### src/pkg/pdt_defines.svh
// Purpose: Addresses, field positions and reset values of the PWM dead-time block
// Assumes: Byte addresses decoded from haddr[7:0]
// Notes: Definitions only
`ifndef PDT_DEFINES_SVH
`define PDT_DEFINES_SVH

// Register byte offsets
`define PDT_ADDR_CTRL 8'h00
`define PDT_ADDR_DUTY 8'h04
`define PDT_ADDR_DTIME 8'h08
`define PDT_ADDR_ALTDT 8'h0c
`define PDT_ADDR_TBCTL 8'h10
`define PDT_ADDR_PERIOD 8'h14
`define PDT_ADDR_TRIGCMP 8'h18
`define PDT_ADDR_STATUS 8'h1c

// Field positions
`define PDT_CTRL_MODE_MSB 1
`define PDT_CTRL_MODE_LSB 0
`define PDT_CTRL_INDEP_BIT 2
`define PDT_TB_EN_BIT 15
`define PDT_TB_PS_MSB 3
`define PDT_TB_PS_LSB 0
`define PDT_ST_HIGH_BIT 0
`define PDT_ST_LOW_BIT 1
`define PDT_ST_ACTIVE_BIT 2
`define PDT_ST_TRIG_BIT 3
`define PDT_ST_CNT_MSB 28
`define PDT_ST_CNT_LSB 16

// Duty limits
`define PDT_DUTY_MIN 16'h0008
`define PDT_DUTY_FULL 16'hffff
`define PDT_DUTY_ZERO 16'h0000

// Reset values and counter step constants
`define PDT_DUTY_RST 16'h0000
`define PDT_DT_RST 12'h000
`define PDT_PERIOD_RST 13'h1fff
`define PDT_TRIGCMP_RST 13'h0000
`define PDT_PS_RST 4'h0
`define PDT_CNT_RST 13'h0000
`define PDT_DT_CNT_ZERO 12'h000
`define PDT_DT_CNT_ONE 12'h001
`define PDT_CNT_ONE 13'h0001
`define PDT_PS_ONE 4'h1

`endif

### src/pkg/pdt_pkg.sv
// Purpose: Types shared by the PWM dead-time block
// Assumes: Nothing
// Notes: Mode codes follow the two-bit dead-time mode field
package pdt_pkg;

  typedef enum logic [1:0] {
    DT_POSITIVE,
    DT_NEGATIVE,
    DT_OFF,
    DT_OFF_ALT
  } pdt_dt_mode_type;

  typedef enum logic {
    OUT_COMPLEMENTARY,
    OUT_INDEPENDENT
  } pdt_out_mode_type;

  // Low bit goes to fine edge logic, only the rest is counted
  function automatic logic [11:0] pdt_coarse(input logic [11:0] dt, input logic on);
    pdt_coarse = on ? {1'b0, dt[11:1]} : 12'h000;
  endfunction

endpackage

### src/rtl/pdt_dead_time_unit.sv
// Purpose: One dead-time unit: edge detector and 12-bit down counter
// Assumes: src comes from logic on hclk
// Notes: Zero count means pass-through
`include "pdt_defines.svh"
module pdt_dead_time_unit (
  // Clock and reset
  input wire logic hclk,
  input wire logic hresetn,
  // Control
  input wire logic negative,
  input wire logic [11:0] coarse,
  // Signal
  input wire logic src,
  output logic dst
);
  logic src_ff;
  logic [11:0] cnt_ff;
  logic edge_hit;
  logic busy;

  always_ff @(posedge hclk or negedge hresetn) begin
    if (!hresetn) begin
      src_ff <= 1'b0;
    end else begin
      src_ff <= src;
    end
  end

  // Positive mode watches turn-on, negative mode watches turn-off
  assign edge_hit = negative ? (src_ff & ~src) : (src & ~src_ff);

  always_ff @(posedge hclk or negedge hresetn) begin
    if (!hresetn) begin
      cnt_ff <= `PDT_DT_CNT_ZERO;
    end else if (edge_hit && coarse != `PDT_DT_CNT_ZERO) begin
      cnt_ff <= coarse - `PDT_DT_CNT_ONE;
    end else if (cnt_ff != `PDT_DT_CNT_ZERO) begin
      cnt_ff <= cnt_ff - `PDT_DT_CNT_ONE;
    end
  end

  assign busy = (edge_hit && coarse != `PDT_DT_CNT_ZERO) || cnt_ff != `PDT_DT_CNT_ZERO;
  assign dst = negative ? (src | busy) : (src & ~busy);

endmodule

### src/rtl/pdt_event_trigger.sv
// Purpose: Special event trigger with postscaler
// Assumes: tick marks each primary counter step
// Notes: A compare write in the same cycle as a hit wins
`include "pdt_defines.svh"
module pdt_event_trigger (
  // Clock and reset
  input wire logic hclk,
  input wire logic hresetn,
  // Time base
  input wire logic tick,
  input wire logic [12:0] counter,
  // Control
  input wire logic [12:0] compare,
  input wire logic [3:0] postscale,
  input wire logic cmp_write,
  // Trigger
  output logic trigger
);
  logic [3:0] post_ff;
  logic hit;

  assign hit = tick && counter == compare;

  always_ff @(posedge hclk or negedge hresetn) begin
    if (!hresetn) begin
      post_ff <= `PDT_PS_RST;
      trigger <= 1'b0;
    end else if (cmp_write) begin
      post_ff <= `PDT_PS_RST;
      trigger <= 1'b0;
    // Lowering the ratio mid-count fires at the next hit instead of wrapping
    end else if (hit && post_ff >= postscale) begin
      post_ff <= `PDT_PS_RST;
      trigger <= 1'b1;
    end else if (hit) begin
      post_ff <= post_ff + `PDT_PS_ONE;
      trigger <= 1'b0;
    end else begin
      trigger <= 1'b0;
    end
  end

endmodule

### src/rtl/pdt_top.sv
// Purpose: PWM generator with dead time and special event trigger, AHB-Lite registers
// Assumes: hclk is the fast PWM clock, zero-wait single word transfers
// Notes: Outputs pass one register after the dead-time units
//
// How it works
// Pulse only for duty at least 0x0008
// Software keeps duty within 0x0008..0xFFEF
// Duty 0x0000 stays low, 0xFFFF stays high
// Output waits dead time after partner off
// Dead time in every output mode
// Negative dead time overlaps both outputs
// Mode field disables dead time; no zero
// Edge detectors feed 12-bit down counters
// Turn-on delayed until counter hits zero
// Alternate dead time for complementary output
// 12-bit unsigned value, fast clock counting
// Dead time LSB goes to fine logic
// Software keeps duty over three dead times
// Software keeps off time over three dead times
// Trigger fires on primary counter compare match
// Compare register plus four-bit postscale field
// Trigger pulses always produced, no enable
// Postscaler 1:1..1:16, cleared by compare write
// Active while counter within duty upper bits
// Complementary low is inverse of active
// Primary delays high rise, alternate low rise
`include "pdt_defines.svh"
module pdt_top (
  // Clock and reset
  input wire logic hclk,
  input wire logic hresetn,
  // AHB-Lite slave
  input wire logic hsel,
  input wire logic [31:0] haddr,
  input wire logic [1:0] htrans,
  input wire logic hwrite,
  input wire logic [2:0] hsize,
  input wire logic [31:0] hwdata,
  input wire logic hready,
  output logic hreadyout,
  output logic hresp,
  output logic [31:0] hrdata,
  // Power stage outputs
  output logic high_side_output,
  output logic low_side_output,
  // Fine edge adjust
  output logic [2:0] duty_fine,
  output logic dt_fine_high,
  output logic dt_fine_low,
  // ADC trigger
  output logic special_event_trigger
);
  // Registers
  logic [1:0] dead_time_mode_field_ff;
  logic out_indep_ff;
  logic [15:0] duty_ff;
  logic [11:0] dead_time_ff;
  logic [11:0] alternate_dead_time_value_ff;
  logic tb_en_ff;
  logic [3:0] trigger_postscale_field_ff;
  logic [12:0] period_ff;
  logic [12:0] trigger_compare_value_ff;
  logic [12:0] primary_counter_ff;

  // Bus state
  logic wr_pend_ff;
  logic [7:0] wr_addr_ff;
  logic addr_valid;
  logic cmp_write;

  // Datapath
  logic active;
  logic low_src;
  logic dt_on;
  logic dt_neg;
  logic [11:0] coarse_high;
  logic [11:0] coarse_low;
  logic high_dt;
  logic low_dt;

  assign hreadyout = 1'b1;
  assign hresp = 1'b0;
  // hsize is accepted but only whole-word transfers are expected
  assign addr_valid = hsel && htrans[1] && hready;

  // Address phase capture for writes
  always_ff @(posedge hclk or negedge hresetn) begin
    if (!hresetn) begin
      wr_pend_ff <= 1'b0;
      wr_addr_ff <= `PDT_ADDR_CTRL;
    end else if (hready) begin
      wr_pend_ff <= addr_valid && hwrite;
      wr_addr_ff <= haddr[7:0];
    end
  end

  // Read data registered at the end of the address phase
  always_ff @(posedge hclk or negedge hresetn) begin
    if (!hresetn) begin
      hrdata <= '0;
    end else if (addr_valid && !hwrite) begin
      case (haddr[7:0])
        `PDT_ADDR_CTRL: begin
          hrdata <= {29'h0, out_indep_ff, dead_time_mode_field_ff};
        end
        `PDT_ADDR_DUTY: begin
          hrdata <= {16'h0, duty_ff};
        end
        `PDT_ADDR_DTIME: begin
          hrdata <= {20'h0, dead_time_ff};
        end
        `PDT_ADDR_ALTDT: begin
          hrdata <= {20'h0, alternate_dead_time_value_ff};
        end
        `PDT_ADDR_TBCTL: begin
          hrdata <= {16'h0, tb_en_ff, 11'h0, trigger_postscale_field_ff};
        end
        `PDT_ADDR_PERIOD: begin
          hrdata <= {19'h0, period_ff};
        end
        `PDT_ADDR_TRIGCMP: begin
          hrdata <= {19'h0, trigger_compare_value_ff};
        end
        `PDT_ADDR_STATUS: begin
          hrdata <= {3'h0, primary_counter_ff, 12'h0, special_event_trigger,
                     active, low_side_output, high_side_output};
        end
        default: begin
          hrdata <= '0;
        end
      endcase
    end
  end

  // Generator control
  always_ff @(posedge hclk or negedge hresetn) begin
    if (!hresetn) begin
      dead_time_mode_field_ff <= pdt_pkg::DT_POSITIVE;
      out_indep_ff <= pdt_pkg::OUT_COMPLEMENTARY;
    end else if (wr_pend_ff && wr_addr_ff == `PDT_ADDR_CTRL) begin
      dead_time_mode_field_ff <= hwdata[`PDT_CTRL_MODE_MSB:`PDT_CTRL_MODE_LSB];
      out_indep_ff <= hwdata[`PDT_CTRL_INDEP_BIT];
    end
  end

  // Duty value, taken unclamped
  always_ff @(posedge hclk or negedge hresetn) begin
    if (!hresetn) begin
      duty_ff <= `PDT_DUTY_RST;
    end else if (wr_pend_ff && wr_addr_ff == `PDT_ADDR_DUTY) begin
      duty_ff <= hwdata[15:0];
    end
  end

  // Dead-time values, 12-bit unsigned
  always_ff @(posedge hclk or negedge hresetn) begin
    if (!hresetn) begin
      dead_time_ff <= `PDT_DT_RST;
      alternate_dead_time_value_ff <= `PDT_DT_RST;
    end else if (wr_pend_ff && wr_addr_ff == `PDT_ADDR_DTIME) begin
      dead_time_ff <= hwdata[11:0];
    end else if (wr_pend_ff && wr_addr_ff == `PDT_ADDR_ALTDT) begin
      alternate_dead_time_value_ff <= hwdata[11:0];
    end
  end

  // Time-base control, period and trigger compare
  always_ff @(posedge hclk or negedge hresetn) begin
    if (!hresetn) begin
      tb_en_ff <= 1'b0;
      trigger_postscale_field_ff <= `PDT_PS_RST;
      period_ff <= `PDT_PERIOD_RST;
      trigger_compare_value_ff <= `PDT_TRIGCMP_RST;
    end else if (wr_pend_ff && wr_addr_ff == `PDT_ADDR_TBCTL) begin
      tb_en_ff <= hwdata[`PDT_TB_EN_BIT];
      trigger_postscale_field_ff <= hwdata[`PDT_TB_PS_MSB:`PDT_TB_PS_LSB];
    end else if (wr_pend_ff && wr_addr_ff == `PDT_ADDR_PERIOD) begin
      period_ff <= hwdata[12:0];
    end else if (cmp_write) begin
      trigger_compare_value_ff <= hwdata[12:0];
    end
  end

  assign cmp_write = wr_pend_ff && wr_addr_ff == `PDT_ADDR_TRIGCMP;

  // Primary counter, cleared while the time base is off
  always_ff @(posedge hclk or negedge hresetn) begin
    if (!hresetn) begin
      primary_counter_ff <= `PDT_CNT_RST;
    end else if (!tb_en_ff || primary_counter_ff == period_ff) begin
      primary_counter_ff <= `PDT_CNT_RST;
    end else begin
      primary_counter_ff <= primary_counter_ff + `PDT_CNT_ONE;
    end
  end

  // Duty compare; values below the minimum never pulse even at count zero
  assign active = (duty_ff == `PDT_DUTY_FULL) ||
                  (duty_ff >= `PDT_DUTY_MIN &&
                   primary_counter_ff <= duty_ff[15:3]);

  // Independent mode copies the active signal, dead time still applies
  assign low_src = out_indep_ff ? active : ~active;
  assign dt_on = dead_time_mode_field_ff == pdt_pkg::DT_POSITIVE ||
                 dead_time_mode_field_ff == pdt_pkg::DT_NEGATIVE;
  assign dt_neg = dead_time_mode_field_ff == pdt_pkg::DT_NEGATIVE;
  assign coarse_high = pdt_pkg::pdt_coarse(dead_time_ff, dt_on);
  assign coarse_low = pdt_pkg::pdt_coarse(alternate_dead_time_value_ff, dt_on);

  // Primary value guards the high output
  pdt_dead_time_unit u_dt_high (
    .hclk(hclk),
    .hresetn(hresetn),
    .negative(dt_neg),
    .coarse(coarse_high),
    .src(active),
    .dst(high_dt)
  );

  // Alternate value guards the low output
  pdt_dead_time_unit u_dt_low (
    .hclk(hclk),
    .hresetn(hresetn),
    .negative(dt_neg),
    .coarse(coarse_low),
    .src(low_src),
    .dst(low_dt)
  );

  // Registered outputs avoid glitches from the compare logic at the pins
  always_ff @(posedge hclk or negedge hresetn) begin
    if (!hresetn) begin
      high_side_output <= 1'b0;
      low_side_output <= 1'b0;
    end else begin
      high_side_output <= high_dt;
      low_side_output <= low_dt;
    end
  end

  // Fine edge bits
  always_ff @(posedge hclk or negedge hresetn) begin
    if (!hresetn) begin
      duty_fine <= 3'h0;
      dt_fine_high <= 1'b0;
      dt_fine_low <= 1'b0;
    end else begin
      duty_fine <= duty_ff[2:0];
      dt_fine_high <= dt_on & dead_time_ff[0];
      dt_fine_low <= dt_on & alternate_dead_time_value_ff[0];
    end
  end

  // Trigger has no enable of its own; it ticks only while the time-base enable is set
  pdt_event_trigger u_trig (
    .hclk(hclk),
    .hresetn(hresetn),
    .tick(tb_en_ff),
    .counter(primary_counter_ff),
    .compare(trigger_compare_value_ff),
    .postscale(trigger_postscale_field_ff),
    .cmp_write(cmp_write),
    .trigger(special_event_trigger)
  );
endmodule

### config.mk
export PLATFORM = sky130hd
export DESIGN_NAME = pdt_top
export DESIGN_NICKNAME = d
export VERILOG_FILES = /design/src/pkg/pdt_pkg.sv /design/src/rtl/pdt_dead_time_unit.sv /design/src/rtl/pdt_event_trigger.sv /design/src/rtl/pdt_top.sv
export VERILOG_INCLUDE_DIRS = /design/src /design/src/pkg
export SDC_FILE = /design/constraint.sdc
export NUM_CORES = 1
export LEC_CHECK = 0
export ABC_AREA = 1
export BUFFER_PORTS_ARGS = -buffer_cell sky130_fd_sc_hd__clkbuf_2
export CAP_MARGIN = 20
export CORE_MARGIN = 4
export CORE_UTILIZATION = 25
export DETAILED_ROUTE_END_ITERATION = 12
export RECOVER_POWER = 50
export SLEW_MARGIN = 20
export SYNTH_ARGS = -nofsm -noshare
export SYNTH_HDL_FRONTEND = slang
export SYNTH_SLANG_ARGS = --single-unit
### constraint.sdc
create_clock -name hclk -period 3.6 [get_ports hclk]
set_clock_uncertainty 0.05 [all_clocks]
set_input_delay 0 -clock hclk [delete_from_list [all_inputs] [get_ports hclk]]
set_output_delay 0 -clock hclk [all_outputs]
set_load 0.005 [all_outputs]
==> impl_metrics.yaml <==
sta:
  max_clock_freq_mhz: 316
  tightest_slew_ps: 2590
  whs_ps: 22.1
  setup_violations: 0
  fin_crit_ps: 3160
  slew_headroom: -0.726
  setup_tns_ps: 0
  maxSlewViolCount: 101
  rsz0062_at_grt: "false"
  hold_viol: 0
  finalCritPeriodShare: 0.879
placement:
  gp_congestion: 0.948
  placed_cells: 1584
  dp_hpwl_mm: 20.0
  io_buffers: 66
worst_setup_path:
  cp-end-kind: "flop"
  critPathMaxStageDelay_ps: 450
  arrival_ps: 3480
  critical_path.cell_chain: "inv_1, ha_1, nand2_1, nor2_1, nand2_1, nand3_2, nand2_1, nand2_1, nand2_2, nand2_4, nand2_4, o21ai_2, nand3_4, inv_1, nand2_1, nand2_1, ha_1, nand3_1, nor2_2, nand3_1, nand2_1, nand2_1, nor2_1"
  cp.required_ps: 3910
  worst_setup_path_start_kind: "flop"
  crit_buf_inv: 2
  critPathTopFamily: "simple AND/OR/NAND/NOR gates"
  crit_type: "reg2reg"
  crit_fanout: 23
  crit_slowest_cell: "dfrtp_1"
  crit_top_cell: "nand2_1"
logic_synthesis:
  synthTopCellsByArea: "dfrtp_1 (43%), nand2_1 (11%), inv_1 (6.4%)"
  ys.flop_type: "dfrtp_1"
  synth_cells: 1085
  synth_seq_cells: 163
  synth_top_area_cell: "dfrtp_1"
  yosysUniqueCellTypes: 58
  synthArstFlopShare: 1.00
  yosys.area.top_type_share: 0.427
  synth-seq-area-share: 0.465
  synth_common_cells: "nand2_1 (263), dfrtp_1 (150), inv_1 (149)"
  synth-edff-count: 0
  synth_most_common_cell: "nand2_1"
  ys_warn_count: 0
  syn-cell-area_um2: 8800
  synth.avg_cell_area_um2: 8.11
final_layout:
  nNetsFinal: 1273
  drive_gt1_frac: 0.140
  fillers: 3695
  area_growth_pct: 18.4
  antenna_cells: 0
  utilization: 0.301
  stdcell_count: 1646
grt:
  grt_busiest_layer: "met1"
  grt_pass1_vias: 7270
  antenna_found_initial: 1
  grt_usage: 0.137
  grt_max_degree: 101
  gr-usage-met3: 0.0350
  grt_pass1_wl_mm: 41.6
  gr-usage-met1: 0.205
  grt_overflow: 0
  grt_use_met2: 0.192
die:
  dieArea_um2: 38300
  coreArea_um2: 34600
  rows: 68
  num_io_pins: 116
  die_h_um: 196
  die_x_um: 196
  start_util: 0.254
detailed_routing:
  drt_iter0_markers: 668
  first_pass_iters: 5
  routed_wl_mm: 26.0
  dr_total_vias: 7658
  ant_nets: 0
  drcViolationCount: 0
  wl_per_cell_um: 15.8
  viasPerCell: 4.65
outcome:
  status: "complete, but fails checks"
  failed_checks: "max-capacitance violations, max-slew violations"
power_and_ir_drop:
  power.leakage_nw: 5.45
  power_density_nw_per_um2: 493
  ir_worst_vdd_uv: 275
clock_tree:
  cts_tree: "yes"
  cts-htree-levels: 4
  numCtsBuffers: 17
  clk_latency_ps: 430
  clk_path_buf_depth: 2
  cts_resized: 0
  clockRootBuffer: "clkbuf_16"
  clock-sinks: 163
  path_clk_slew_ps: 70
job:
  cap_violations: 1
min_path:
  hp-class: "in2reg"
-- registers in the layout (all words and copies together) (netlist names), 3 cells and up --
register	count
hrdata	29
duty_ff	16
period_ff	13
primary_counter_ff	13
trigger_compare_value_ff	13
alternate_dead_time_value_ff	12
dead_time_ff	12
u_dt_high.cnt_ff	12
u_dt_low.cnt_ff	12
wr_addr_ff	8
trigger_postscale_field_ff	4
u_trig.post_ff	4
duty_fine	3
-- metrics by stage --
step                      area, um2  power, mW  worst slack (ps)
after floorplan                8810       2.99               927
after global routing          10400       5.43               105
after CTS                     10500       5.17               445
after detailed placement       9590       3.36               445
final                         10400       5.14               437
after global placement         9590       3.34               476
-- cell type report --
cell class                      instances  area [um2]  share of cell area
Clock buffer                           18         439              0.0422
Clock inverter                         14         125              0.0120
Inverter                              160         601              0.0577
Multi-Input combinational cell        730        3920               0.376
Sequential cell                       163        4100               0.393
Tap cell                              455         569              0.0546
Timing Repair Buffer                  106         671              0.0644
-- placed cells by master (no fill, tap or decap), drive strengths merged, types with 3 or more instances in the layout --
cell	n
a2111oi	4
o21a	3
o21ai	116
nor2	86
buf	8
dfrtp	150
dlygate4sd3	30
nor3	32
clkinv	8
nor3b	4
conb	5
nand4	21
xor2	5
o211ai	3
o22ai	17
o221ai	4
nand2	283
o31ai	13
nand3	34
xnor2	8
nor4	10
mux2	7
dfstp	13
inv	163
a21oi	28
clkbuf	86
ha	21
o41ai	3
or2	4
-- path summary, 6_finish.rpt --
kind                                        startpoint                          endpoint  slack, ps  cells past startpoint
worst max-delay path            duty_ff[4]$_DFFE_PN0P_  u_dt_high.cnt_ff[10]$_DFFE_PN0P_        440                     23
worst min-delay path                            hready         wr_addr_ff[0]$_DFFE_PN0P_         20                      2
worst max register to register  duty_ff[4]$_DFFE_PN0P_  u_dt_high.cnt_ff[10]$_DFFE_PN0P_        440                     23
worst min register to register  duty_ff[0]$_DFFE_PN0P_            duty_fine[0]$_DFF_PN0_        390                      0
max in group asynchronous                      hresetn             hrdata[4]$_DFFE_PN0P_        930                      3
min in group asynchronous                      hresetn  u_dt_high.cnt_ff[10]$_DFFE_PN0P_        830                      2
-- layer usage --
metal  share of wire  vias up
met3           0.080       41
met2            0.41      276
met1            0.48     3609
li1                -     3730
met4           0.023        2
met5         0.00046        -
-- cell families after synthesis --
logic type | count (synthesis) | synth area share
mux | 7 | 0.00896
flops | 163 | 0.465
compound gates | 206 | 0.142
buf+inv | 195 | 0.0913
other cells | 2 | 0.000853
fa+ha+maj | 21 | 0.0299
simple gates | 478 | 0.249
xor+xnor | 13 | 0.0129
-- power breakdown --
part | switching, mW | internal (mW) | total (mW) | leakage, nW
registers | 0.164 | 2.02 | 2.18 | 1.85
clock network | 0.807 | 0.980 | 1.79 | 0.279
logic | 0.735 | 0.438 | 1.17 | 3.32
-- timing repair --
action | CTS | global route
hold buffers | 30 | 0
endpoints found under the hold margin | 148 | 0
buffers inserted | 0 | 0
Note: power is estimated with default switching activity, not from simulation.
